<file path="src/inc/tcc_pkg.sv">
// tcc_pkg: register map, field positions, reset values and mode encodings
// assumes: shared by the 16-bit timer core and its prescaler
package tcc_pkg;

  // ==========================================================
  // register map, byte addresses on a 32-bit wishbone port
  localparam int         ADR_W      = 8;
  localparam logic [7:0] OFS_MODE   = 8'h00;
  localparam logic [7:0] OFS_CCCTL  = 8'h04;
  localparam logic [7:0] OFS_OUTCTL = 8'h08;
  localparam logic [7:0] OFS_PRESC  = 8'h0c;
  localparam logic [7:0] OFS_FIRST  = 8'h10;
  localparam logic [7:0] OFS_SECOND = 8'h14;
  localparam logic [7:0] OFS_COUNT  = 8'h18;
  localparam logic [7:0] OFS_IRQSTS = 8'h1c;
  localparam logic [7:0] OFS_IRQMSK = 8'h20;

  // ==========================================================
  // field positions
  localparam int MODE_OVF_BIT  = 0;
  localparam int MODE_TIM_BIT  = 1;
  localparam int MODE_LSB      = 2;
  localparam int CC_SWAP_BIT   = 0;
  localparam int CC_EDGE_LSB   = 1;
  localparam int OUT_TOGEN_BIT = 0;
  localparam int OUT_LVR_BIT   = 1;
  localparam int OUT_LVS_BIT   = 2;
  localparam int STS_MATCH     = 0;
  localparam int STS_OVF       = 1;
  localparam int STS_CAP       = 2;
  localparam int STS_W         = 3;
  localparam int PRESC_W       = 2;
  localparam int PDIV_W        = 3;

  // ==========================================================
  // reset values and count limits
  localparam logic [7:0]  MODE_RST = 8'h00;
  localparam logic [15:0] CNT_ZERO = 16'h0000;
  localparam logic [15:0] CNT_MAX  = 16'hffff;

  // ==========================================================
  // encodings
  typedef enum logic [1:0] {
    TCC_STOP, TCC_FREE, TCC_TRIG_CLEAR, TCC_MATCH_CLEAR
  } tcc_mode_t;

  typedef enum logic [1:0] {
    TCC_EDGE_FALL, TCC_EDGE_RISE, TCC_EDGE_BOTH, TCC_EDGE_NONE
  } tcc_edge_t;

  localparam logic [1:0] LVL_SET  = 2'h2;
  localparam logic [1:0] LVL_RST  = 2'h1;
  localparam logic [1:0] LVL_KEEP = 2'h0;

endpackage

</file>
<file path="src/hw/tcc_prescaler.sv">
// tcc_prescaler: count-clock enable for the timer core
// assumes: single clock mclk, synchronous active-low reset
`timescale 1ns/1ps
module tcc_prescaler (
  input  wire logic                        mclk,
  input  wire logic                        rst_n,
  input  wire logic                        run,
  input  wire logic [tcc_pkg::PRESC_W-1:0] divSel,
  output logic                             tick
);

  // ==========================================================
  // divider, restarted while stopped so the first tick is aligned
  logic [tcc_pkg::PDIV_W-1:0] div_r;
  logic [tcc_pkg::PDIV_W-1:0] divMask;

  assign divMask = tcc_pkg::PDIV_W'((1 << divSel) - 1);
  assign tick    = run && ((div_r & divMask) == divMask);

  always_ff @(posedge mclk) begin
    if (!rst_n || !run) begin
      div_r <= '0;
    end else begin
      div_r <= div_r + 1'b1;
    end
  end

endmodule

</file>
<file path="src/hw/tcc_timer.sv">
// tcc_timer: 16-bit timer/event counter, two compare/capture registers
// assumes: classic wishbone slave on mclk; trigger input synchronous to mclk
//
// Behaviour
// - reset clears mode control register to zero
// - nonzero mode field runs counter, zero stops
// - mode register holds mode, clear, timing, overflow
// - trigger edge captures count to second in modes 01 and 10, clears in 10
// - count equals first register raises match, toggles
// - swapped roles: first captures, second compares
// - level pair set=1 reset=0 drives pin high
// - level pair set=0 reset=1 drives pin low
// - level pair zero keeps pin unchanged
// - output starts from preset level at start
// - mode values 01, 10, 11 all start
// - toggle mode inverts pin every match interrupt, except when a set or reset level write lands in that cycle
`timescale 1ns/1ps
module tcc_timer (
  input  wire logic        mclk,
  input  wire logic        rst_n,
  input  wire logic        cyc_i,
  input  wire logic        stb_i,
  input  wire logic        we_i,
  input  wire logic [7:0]  adr_i,
  input  wire logic [3:0]  sel_i,
  input  wire logic [31:0] dat_i,
  output logic      [31:0] dat_o,
  output logic             ack_o,
  input  wire logic        captureTriggerInput,
  output logic             timerOutputPin,
  output logic             compareMatchIrq,
  output logic             irq
);

  // ==========================================================
  // state
  logic [1:0]               modeField_r;
  logic                     outTiming_r;
  logic                     ovf_r;
  logic                     swap_r;
  logic [1:0]               edgeSel_r;
  logic                     togEn_r;
  logic                     lvr_r;
  logic                     lvs_r;
  logic [tcc_pkg::PRESC_W-1:0] presc_r;
  logic [15:0]              first_r;
  logic [15:0]              second_r;
  logic [15:0]              count_r;
  logic [tcc_pkg::STS_W-1:0] sts_r;
  logic [tcc_pkg::STS_W-1:0] msk_r;
  logic                     trigPrev_r;
  logic                     pin_r;
  logic                     matchIrq_r;
  logic                     ack_r;
  logic [31:0]              datOut_r;

  // ==========================================================
  // bus decode
  logic        reqValid;
  logic        wrCommit;
  logic [31:0] byteMask;
  logic        hitMode;
  logic        hitCc;
  logic        hitOut;
  logic        hitPresc;
  logic        hitFirst;
  logic        hitSecond;
  logic        hitCount;
  logic        hitSts;
  logic        hitMsk;
  logic [31:0] readData;

  assign reqValid  = cyc_i && stb_i;
  // writes land on the edge where the master sees ack
  assign wrCommit  = reqValid && we_i && ack_r;
  assign byteMask  = {{8{sel_i[3]}}, {8{sel_i[2]}}, {8{sel_i[1]}}, {8{sel_i[0]}}};
  assign hitMode   = adr_i == tcc_pkg::OFS_MODE;
  assign hitCc     = adr_i == tcc_pkg::OFS_CCCTL;
  assign hitOut    = adr_i == tcc_pkg::OFS_OUTCTL;
  assign hitPresc  = adr_i == tcc_pkg::OFS_PRESC;
  assign hitFirst  = adr_i == tcc_pkg::OFS_FIRST;
  assign hitSecond = adr_i == tcc_pkg::OFS_SECOND;
  assign hitCount  = adr_i == tcc_pkg::OFS_COUNT;
  assign hitSts    = adr_i == tcc_pkg::OFS_IRQSTS;
  assign hitMsk    = adr_i == tcc_pkg::OFS_IRQMSK;

  // merged write value, untouched lanes keep their old bits
  logic [31:0] modeOld;
  logic [31:0] ccOld;
  logic [31:0] outOld;
  logic [31:0] modeNew;
  logic [31:0] ccNew;
  logic [31:0] outNew;
  logic [31:0] firstNew;
  logic [31:0] secondNew;
  logic [31:0] mskNew;
  logic [31:0] w1c;

  assign modeOld   = {28'h0000000, modeField_r, outTiming_r, ovf_r};
  assign ccOld     = {29'h00000000, edgeSel_r, swap_r};
  assign outOld    = {29'h00000000, lvs_r, lvr_r, togEn_r};
  assign modeNew   = (modeOld & ~byteMask) | (dat_i & byteMask);
  assign ccNew     = (ccOld & ~byteMask) | (dat_i & byteMask);
  assign outNew    = (outOld & ~byteMask) | (dat_i & byteMask);
  assign firstNew  = ({16'h0000, first_r} & ~byteMask) | (dat_i & byteMask);
  assign secondNew = ({16'h0000, second_r} & ~byteMask) | (dat_i & byteMask);
  assign mskNew    = (32'(msk_r) & ~byteMask) | (dat_i & byteMask);
  assign w1c       = (wrCommit && hitSts) ? (dat_i & byteMask) : 32'h00000000;

  // unmapped addresses read zero and are still acknowledged
  assign readData =
    hitMode   ? modeOld :
    hitCc     ? ccOld :
    hitOut    ? outOld :
    hitPresc  ? 32'(presc_r) :
    hitFirst  ? {16'h0000, first_r} :
    hitSecond ? {16'h0000, second_r} :
    hitCount  ? {16'h0000, count_r} :
    hitSts    ? 32'(sts_r) :
    hitMsk    ? 32'(msk_r) : 32'h00000000;

  // ==========================================================
  // counting core
  logic        running;
  logic        tick;
  logic        trigRise;
  logic        trigFall;
  logic        trigEdge;
  logic        capEvt;
  logic        trigClear;
  logic [15:0] cmpVal;
  logic        matchPulse;
  logic        matchClear;
  logic        wrapEvt;
  logic        toggleEvt;
  logic        lvlWrite;
  logic [1:0]  lvlPair;

  assign running   = modeField_r != tcc_pkg::TCC_STOP;
  assign trigRise  = captureTriggerInput && !trigPrev_r;
  assign trigFall  = !captureTriggerInput && trigPrev_r;
  assign trigEdge  = running && (
    (edgeSel_r == tcc_pkg::TCC_EDGE_RISE && trigRise) ||
    (edgeSel_r == tcc_pkg::TCC_EDGE_FALL && trigFall) ||
    (edgeSel_r == tcc_pkg::TCC_EDGE_BOTH && (trigRise || trigFall)));
  assign capEvt    = trigEdge && (modeField_r == tcc_pkg::TCC_FREE ||
                                  modeField_r == tcc_pkg::TCC_TRIG_CLEAR);
  assign trigClear = trigEdge && modeField_r == tcc_pkg::TCC_TRIG_CLEAR;
  // compare role follows the swap bit; the other register captures
  assign cmpVal    = swap_r ? second_r : first_r;
  assign matchPulse = running && tick && count_r == cmpVal;
  assign matchClear = matchPulse && modeField_r == tcc_pkg::TCC_MATCH_CLEAR;
  assign wrapEvt   = running && tick && count_r == tcc_pkg::CNT_MAX &&
                     !trigClear && !matchClear;
  assign toggleEvt = (matchPulse && togEn_r) || (capEvt && outTiming_r);
  assign lvlWrite  = wrCommit && hitOut;
  assign lvlPair   = {outNew[tcc_pkg::OUT_LVS_BIT], outNew[tcc_pkg::OUT_LVR_BIT]};

  tcc_prescaler u_presc (
    .mclk   (mclk),
    .rst_n  (rst_n),
    .run    (running),
    .divSel (presc_r),
    .tick   (tick)
  );

  // ==========================================================
  // control registers
  always_ff @(posedge mclk) begin
    if (!rst_n) begin
      modeField_r <= tcc_pkg::MODE_RST[tcc_pkg::MODE_LSB +: 2];
      outTiming_r <= tcc_pkg::MODE_RST[tcc_pkg::MODE_TIM_BIT];
      ovf_r       <= tcc_pkg::MODE_RST[tcc_pkg::MODE_OVF_BIT];
      swap_r      <= 1'b0;
      edgeSel_r   <= 2'h0;
      togEn_r     <= 1'b0;
      lvr_r       <= 1'b0;
      lvs_r       <= 1'b0;
      presc_r     <= '0;
      msk_r       <= '0;
    end else begin
      // mode, clear condition, timing and overflow share one register
      if (wrCommit && hitMode) begin
        modeField_r <= modeNew[tcc_pkg::MODE_LSB +: 2];
        outTiming_r <= modeNew[tcc_pkg::MODE_TIM_BIT];
      end
      // a wrap in the clearing cycle still leaves the flag set
      ovf_r <= wrapEvt || ((wrCommit && hitMode) ? modeNew[tcc_pkg::MODE_OVF_BIT]
                                                 : ovf_r);
      if (wrCommit && hitCc) begin
        swap_r    <= ccNew[tcc_pkg::CC_SWAP_BIT];
        edgeSel_r <= ccNew[tcc_pkg::CC_EDGE_LSB +: 2];
      end
      if (lvlWrite) begin
        togEn_r <= outNew[tcc_pkg::OUT_TOGEN_BIT];
        lvr_r   <= outNew[tcc_pkg::OUT_LVR_BIT];
        lvs_r   <= outNew[tcc_pkg::OUT_LVS_BIT];
      end
      if (wrCommit && hitPresc) begin
        presc_r <= dat_i[tcc_pkg::PRESC_W-1:0] & byteMask[tcc_pkg::PRESC_W-1:0];
      end
      if (wrCommit && hitMsk) begin
        msk_r <= mskNew[tcc_pkg::STS_W-1:0];
      end
    end
  end

  // ==========================================================
  // counter and compare/capture registers
  always_ff @(posedge mclk) begin
    if (!rst_n) begin
      count_r    <= tcc_pkg::CNT_ZERO;
      first_r    <= tcc_pkg::CNT_ZERO;
      second_r   <= tcc_pkg::CNT_ZERO;
      trigPrev_r <= 1'b0;
    end else begin
      trigPrev_r <= captureTriggerInput;
      if (trigClear || matchClear) begin
        count_r <= tcc_pkg::CNT_ZERO;
      end else if (running && tick) begin
        count_r <= count_r + 16'h0001;
      end
      // capture beats a software write in the same cycle
      if (capEvt && swap_r) begin
        first_r <= count_r;
      end else if (wrCommit && hitFirst) begin
        first_r <= firstNew[15:0];
      end
      if (capEvt && !swap_r) begin
        second_r <= count_r;
      end else if (wrCommit && hitSecond) begin
        second_r <= secondNew[15:0];
      end
    end
  end

  // ==========================================================
  // output pin; level stays across start so the preset shows first
  // level writes while running are not guarded, software must avoid them
  always_ff @(posedge mclk) begin
    if (!rst_n) begin
      pin_r      <= 1'b0;
      matchIrq_r <= 1'b0;
    end else begin
      matchIrq_r <= matchPulse;
      if (lvlWrite && lvlPair == tcc_pkg::LVL_SET) begin
        pin_r <= 1'b1;
      end else if (lvlWrite && lvlPair == tcc_pkg::LVL_RST) begin
        pin_r <= 1'b0;
      end else if (toggleEvt) begin // pair 00 keeps the level
        pin_r <= !pin_r;
      end
    end
  end

  // ==========================================================
  // interrupt status, write one to clear, set wins
  always_ff @(posedge mclk) begin
    if (!rst_n) begin
      sts_r <= '0;
    end else begin
      sts_r <= (sts_r & ~w1c[tcc_pkg::STS_W-1:0]) | {capEvt, wrapEvt, matchPulse};
    end
  end

  // ==========================================================
  // wishbone answer: ack one cycle after the request, dropped next cycle
  always_ff @(posedge mclk) begin
    if (!rst_n) begin
      ack_r    <= 1'b0;
      datOut_r <= 32'h00000000;
    end else begin
      ack_r <= reqValid && !ack_r;
      if (reqValid && !ack_r) begin
        datOut_r <= readData;
      end
    end
  end

  assign dat_o           = datOut_r;
  assign ack_o           = ack_r;
  assign timerOutputPin  = pin_r;
  assign compareMatchIrq = matchIrq_r;
  assign irq             = |(sts_r & msk_r);

  // ==========================================================
  // checks
  property p_reset_stop;
    @(posedge mclk) disable iff (!rst_n)
      $rose(rst_n) |-> (modeField_r == tcc_pkg::TCC_STOP && !tick);
  endproperty
  a_reset_stop: assert property (p_reset_stop)
    else $error("mode field not zero after reset");

  property p_stop_hold;
    @(posedge mclk) disable iff (!rst_n)
      (!running && !(wrCommit && hitMode)) [*2] |-> $stable(count_r);
  endproperty
  a_stop_hold: assert property (p_stop_hold)
    else $error("counter moved while stopped");

  property p_count_up;
    @(posedge mclk) disable iff (!rst_n)
      (running && tick && !trigClear && !matchClear)
        |=> count_r == 16'($past(count_r) + 16'h0001);
  endproperty
  a_count_up: assert property (p_count_up)
    else $error("counter did not advance by one");

  property p_capture_clear;
    @(posedge mclk) disable iff (!rst_n)
      trigClear |=> (count_r == tcc_pkg::CNT_ZERO &&
                     (swap_r ? first_r : second_r) == $past(count_r));
  endproperty
  a_capture_clear: assert property (p_capture_clear)
    else $error("capture or clear missing on trigger edge");

  property p_match_toggle;
    @(posedge mclk) disable iff (!rst_n)
      (matchPulse && togEn_r && !lvlWrite) |=> (pin_r != $past(pin_r)) && compareMatchIrq;
  endproperty
  a_match_toggle: assert property (p_match_toggle)
    else $error("match did not toggle pin or raise interrupt");

  property p_level_high;
    @(posedge mclk) disable iff (!rst_n)
      (lvlWrite && lvlPair == tcc_pkg::LVL_SET) |=> timerOutputPin;
  endproperty
  a_level_high: assert property (p_level_high)
    else $error("set level did not drive pin high");

  property p_level_low;
    @(posedge mclk) disable iff (!rst_n)
      (lvlWrite && lvlPair == tcc_pkg::LVL_RST) |=> !timerOutputPin;
  endproperty
  a_level_low: assert property (p_level_low)
    else $error("reset level did not drive pin low");

  property p_level_keep;
    @(posedge mclk) disable iff (!rst_n)
      (lvlWrite && lvlPair == tcc_pkg::LVL_KEEP && !toggleEvt) |=> $stable(timerOutputPin);
  endproperty
  a_level_keep: assert property (p_level_keep)
    else $error("pin changed on cleared level bits");

  property p_overflow;
    @(posedge mclk) disable iff (!rst_n)
      wrapEvt |=> (ovf_r && count_r == tcc_pkg::CNT_ZERO && sts_r[tcc_pkg::STS_OVF]);
  endproperty
  a_overflow: assert property (p_overflow)
    else $error("wrap without overflow flag");

  property p_start;
    @(posedge mclk) disable iff (!rst_n)
      $rose(running) |-> ##[0:8] tick;
  endproperty
  a_start: assert property (p_start)
    else $error("timer did not start counting");

endmodule

</file>
<file path="config.mk">
export PLATFORM = sky130hd
export DESIGN_NAME = tcc_timer
export DESIGN_NICKNAME = d
export VERILOG_FILES = /design/src/inc/tcc_pkg.sv /design/src/hw/tcc_prescaler.sv /design/src/hw/tcc_timer.sv
export SDC_FILE = /design/constraint.sdc
export NUM_CORES = 1
export LEC_CHECK = 0
export BUFFER_PORTS_ARGS = -buffer_cell sky130_fd_sc_hd__buf_4
export CAP_MARGIN = 20
export CORE_ASPECT_RATIO = 1.75
export CORE_UTILIZATION = 51
export DETAILED_ROUTE_END_ITERATION = 12
export HOLD_SLACK_MARGIN = 0.15
export PLACE_DENSITY = 0.76
export SYNTH_ARGS = -nofsm -noshare
export SYNTH_HDL_FRONTEND = slang
export SYNTH_SLANG_ARGS = --single-unit
</file>
<file path="constraint.sdc">
create_clock -name mclk -period 2.4 [get_ports mclk]
set_clock_uncertainty 0.05 [all_clocks]
set_input_delay 0.48 -clock mclk [delete_from_list [all_inputs] [get_ports mclk]]
set_output_delay 0.48 -clock mclk [all_outputs]
set_load 0.03 [all_outputs]
</file>
---- Word level (Yosys, flattened, before mapping) ----
Index checks and enable logic that the tools add are counted.
storage, ports and cells
  flip-flop bits (word level) ............. 105
  input bits .............................. 50
  output and inout bits ................... 36
  logic and storage cells ................. 140
cells by class
  $add $sub $neg .......................... 3
  equality and inequality tests ........... 18
  shift operators ......................... 1
  multiplexer cells ....................... 19
  bitwise gates (word level) .............. 21
  reductions and logical operators ........ 58
operators by type and width
  cell                     count
  $mux W16                 12
  $and A16 B16 Y16         3
  $logic_and A1 B1 Y1      33
  $eq A8 B5 Y1 const B     4
  $or A16 B16 Y16          2
  $and A3 B3 Y3            6
  $add A16 B1 Y16 const B  1
  $eq A16 B16 Y1           1
  $eq A16 B16 Y1 const B   1
  $eq A8 B4 Y1 const B     2
  $not A16 Y16             1
  $or A3 B3 Y3             4
  $logic_not A1 Y1         9
  $mux W3                  3
  $eq A2 B2 Y1 const B     4
  $eq A8 B3 Y1 const B     1
  $eq A8 B6 Y1 const B     1
  $logic_not A8 Y1         1
  $logic_or A1 B1 Y1       8
  $eq A2 B1 Y1 const B     3
  $reduce_bool A2 Y1       3
  $and A4 B4 Y4            1
  $mux W1                  4
  $or A4 B4 Y4             1
  other kinds (11)         11

---- Logic depth before layout (Yosys ltp) ----
  word-level depth ........................ 12
  gate-level depth with buffers ........... 9
  gate-level depth less buffers ........... 8

---- Hierarchy ----
From an unflattened synthesis, not the netlist that was laid out.
unflattened totals
  cell total of the unflattened synthesis .. 595
  area, all modules ....................... 5144.9 µm²
by module, submodules not included
  module         times used  cells each  area each (µm²)  seq. area each (µm²)
  tcc_timer      1           581         5023.6           1721.7
  tcc_prescaler  1           14          121.4            60.1

---- Least setup slack after synthesis ----
Ideal clock, no wire load.
  path type ............................... input-to-reg
  start ................................... in adr_i[5]
  end ..................................... reg with a tool-made name
  setup time .............................. 116 ps
  arrival ................................. 2207 ps
  required time ........................... 2234 ps
  setup slack ............................. 27 ps
  cell stages on the path ................. 8
  buffers on the path ..................... 2
  cells stage by stage .................... or4b_2 nor3_1 buf_2 and3_1 buf_4 mux2i_1 nand2_1 o211a_1
RTL lines
  item                RTL line         source
  start: declaration  tcc_timer.sv:24  input wire logic [7:0] adr_i,

==> flow_summary.yaml <==
worst_hold_path:
  hold_path_end: "trigPrev_r$_SDFF_PN0_"
  whs_path_depth: 2
  worstHoldStart: "captureTriggerInput"
  hold_class: "in2reg"
layout:
  drive_gt1_share_pct: 21.8
  fin_nets: 717
  area_growth_pct: 21.3
  final_core_util_pct: 63.4
  fillers: 836
  regArea_um2: 1790
  n_antenna_cell: 0
  multi_input_area_um2: 3040
timing:
  relSlewSlack_pct: 58.4
  setup-violations-final: 0
  period_needed_ps: 2370
  period_share_pct: 98.7
  setup_ws_ps: 31.1
  slew_violations: 0
  tightestPinTransition_ps: 622
  rsz0062_at_grt: "true"
  clock.fmax_mhz: 422
  tns_ps: 0
  hold_slack_ps: 306
  hold_viol: 0
floorplan:
  core_area_um2: 9790
  die_y_um: 135
  die_w_um: 77.8
  die-area_um2: 10500
  rows: 48
  initial_core_util_pct: 52.3
  io_pins: 86
clock_network:
  clock-sinks: 89
  clk_path_buf_depth: 2
  cts_hold_repair.buffers: 0
  cts-root-buf: "clkbuf_16"
  cts_tree: "built"
  clk_pin_slew_worst_paths_ps: 70
  htreeDepth: 3
  clkLatencyLatePin_ps: 350
  cts_made_buffers: 9
global_route:
  grt_max_degree: 51
  first_global_vias: 4599
  grt_usage_pct: 28.9
  grt_overflow: 0
  grt_pass1_wl_um: 23100
  antenna_found_initial: 0
setup_path:
  worstRegToRegCells: 8
  crit_path_end_kind: "flip-flop"
  worst_path_dominant_cell_family: "simple AND/OR/NAND/NOR gates"
  worstPathCellList: "mux2i_1 > buf_4 > xor2_1 > nand4_1 > or4_4 > o311ai_4 > buf_12 > nor2_1"
  cp_slowest_cell: "or4_4"
  regToRegSetupSlack_ps: 30
  cp.arrival_ps: 2560
  worstReg2RegEnd: "count_r[7]$_SDFFE_PP0P_"
  critPathRequiredTime_ps: 2590
  path_class: "reg2reg"
  cpPeakStageDelay_ps: 590
  worstPathMaxFanout: 16
  start_kind: "flip-flop"
  crit_buf_inv: 2
placement:
  port_buffers: 51
  dpl.hpwl_um: 11100
  dp_slack_ps: -176
  place_congestion: 0.973
routing:
  drc_errors: 0
  ant_nets: 0
  vias: 4810
  viasPerCell: 6.09
  drt_iter0_markers: 284
  wirelength_um: 14900
  first_pass_iters: 5
  post_drt_wl_per_cell_um: 18.8
yosys:
  synthTopCellsByCount: "dfxtp_1, nand2_1, mux2i_1, o211a_1, nor2_1"
  yosysWarnings: 0
  yosysTopAreaCellShare_pct: 34.8
  synthFlopType: "dfxtp_1"
  synthArstFlopShare_pct: 0
  netlist_instances: 588
  synth_edf_count: 0
  ys_ff_latch: 89
  yosysMostFrequentCell: "dfxtp_1"
  synth.avg_cell_area_um2: 8.71
  synthesis.area_um2: 5120
  seq_area_frac_synth_pct: 34.8
  synthTopCellsByArea: "dfxtp_1, mux2i_1, o211a_1, nand2_1, xnor2_1"
  yosysUniqueCellTypes: 60
  synth_area_leader_cell: "dfxtp_1"
power_and_ir_drop:
  p_per_area_nw_per_um2: 513
  p_leak_nw: 2.94
  peakVddDrop_mv: 0.444
flow_run:
  cap_violations: 0
status:
  status: "finished clean"
-- per-layer routing --
| layer | track usage, % | routed length, µm | up-vias |
|---|---|---|---|
| li1 | - | - | 2213 |
| met1 | 29.1 | 5160 | 2303 |
| met2 | 50.9 | 7690 | 220 |
| met3 | 4.80 | 763 | 74 |
| met4 | 25.2 | 1270 | 0 |
| met5 | 0 | 0 | - |
-- timing repair --
action	4_1_cts	5_1_grt
setup buffers	1	0
pin swaps	1	2
resized for setup	5	6
endpoints found under the setup margin	21	21
-- cells by family after synthesis --
| family | share of synthesized area [%] |
|---|---|
| flops | 34.8 |
| buf+inv | 7.74 |
| simple gates | 19.3 |
| other cells | 0.0732 |
| xor+xnor | 5.47 |
| mux | 9.70 |
| compound gates | 21.3 |
| fa+ha+maj | 1.71 |
-- worst max path at each step --
stage,to,depth (start not counted)
floorplan,flip-flop,8
global placement,count_r[1]$_SDFFE_PP0P_,8
detailed placement,flip-flop,9
CTS,count_r[7]$_SDFFE_PP0P_,8
global route,count_r[7]$_SDFFE_PP0P_,8
finish,count_r[7]$_SDFFE_PP0P_,8
-- cell type report --
class	instances	share of cell area (%)
Clock buffer	9	3.63
Clock inverter	7	1.11
Inverter	16	0.967
Multi-Input combinational cell	434	48.9
Sequential cell	89	28.7
Tap cell	125	2.52
Timing Repair Buffer	110	14.2
-- per-stage QoR --
step	power, mW	cells	area, µm²
after floorplan	1.71	603	5180
after global placement	1.80	773	5870
after detailed placement	1.81	773	5870
after CTS	3.20	790	6190
after global routing	3.28	790	6210
final	3.18	790	6210
-- layout by cell type, fill, tap and decap left out, types with 5 or more instances in the layout --
| master | count |
|---|---|
| a21boi_0 | 11 |
| a21oi_1 | 7 |
| a22o_1 | 12 |
| a22oi_1 | 13 |
| a31oi_1 | 6 |
| and2_1 | 5 |
| and3_1 | 6 |
| buf_4 | 105 |
| clkbuf_16 | 9 |
| conb_1 | 16 |
| dfxtp_1 | 88 |
| ha_1 | 7 |
| inv_1 | 16 |
| mux2_2 | 5 |
| mux2i_1 | 39 |
| mux2i_2 | 5 |
| nand2_1 | 74 |
| nand3_1 | 27 |
| nor2_1 | 39 |
| nor2b_1 | 9 |
| nor3b_1 | 5 |
| o211a_1 | 44 |
| o211ai_1 | 5 |
| o21ai_0 | 8 |
| xnor2_1 | 21 |
| xor2_1 | 11 |
-- report_power, final --
group / total [mW] / leakage, nW / internal (mW) / switching, mW
registers: 1.50 / 0.720 / 1.49 / 0.00960
logic: 0.276 / 2.07 / 0.103 / 0.173
clock network: 1.41 / 0.146 / 0.735 / 0.670
total: 3.18 / 2.94 / 2.33 / 0.853
No activity file was read; power rests on OpenSTA's default activity.
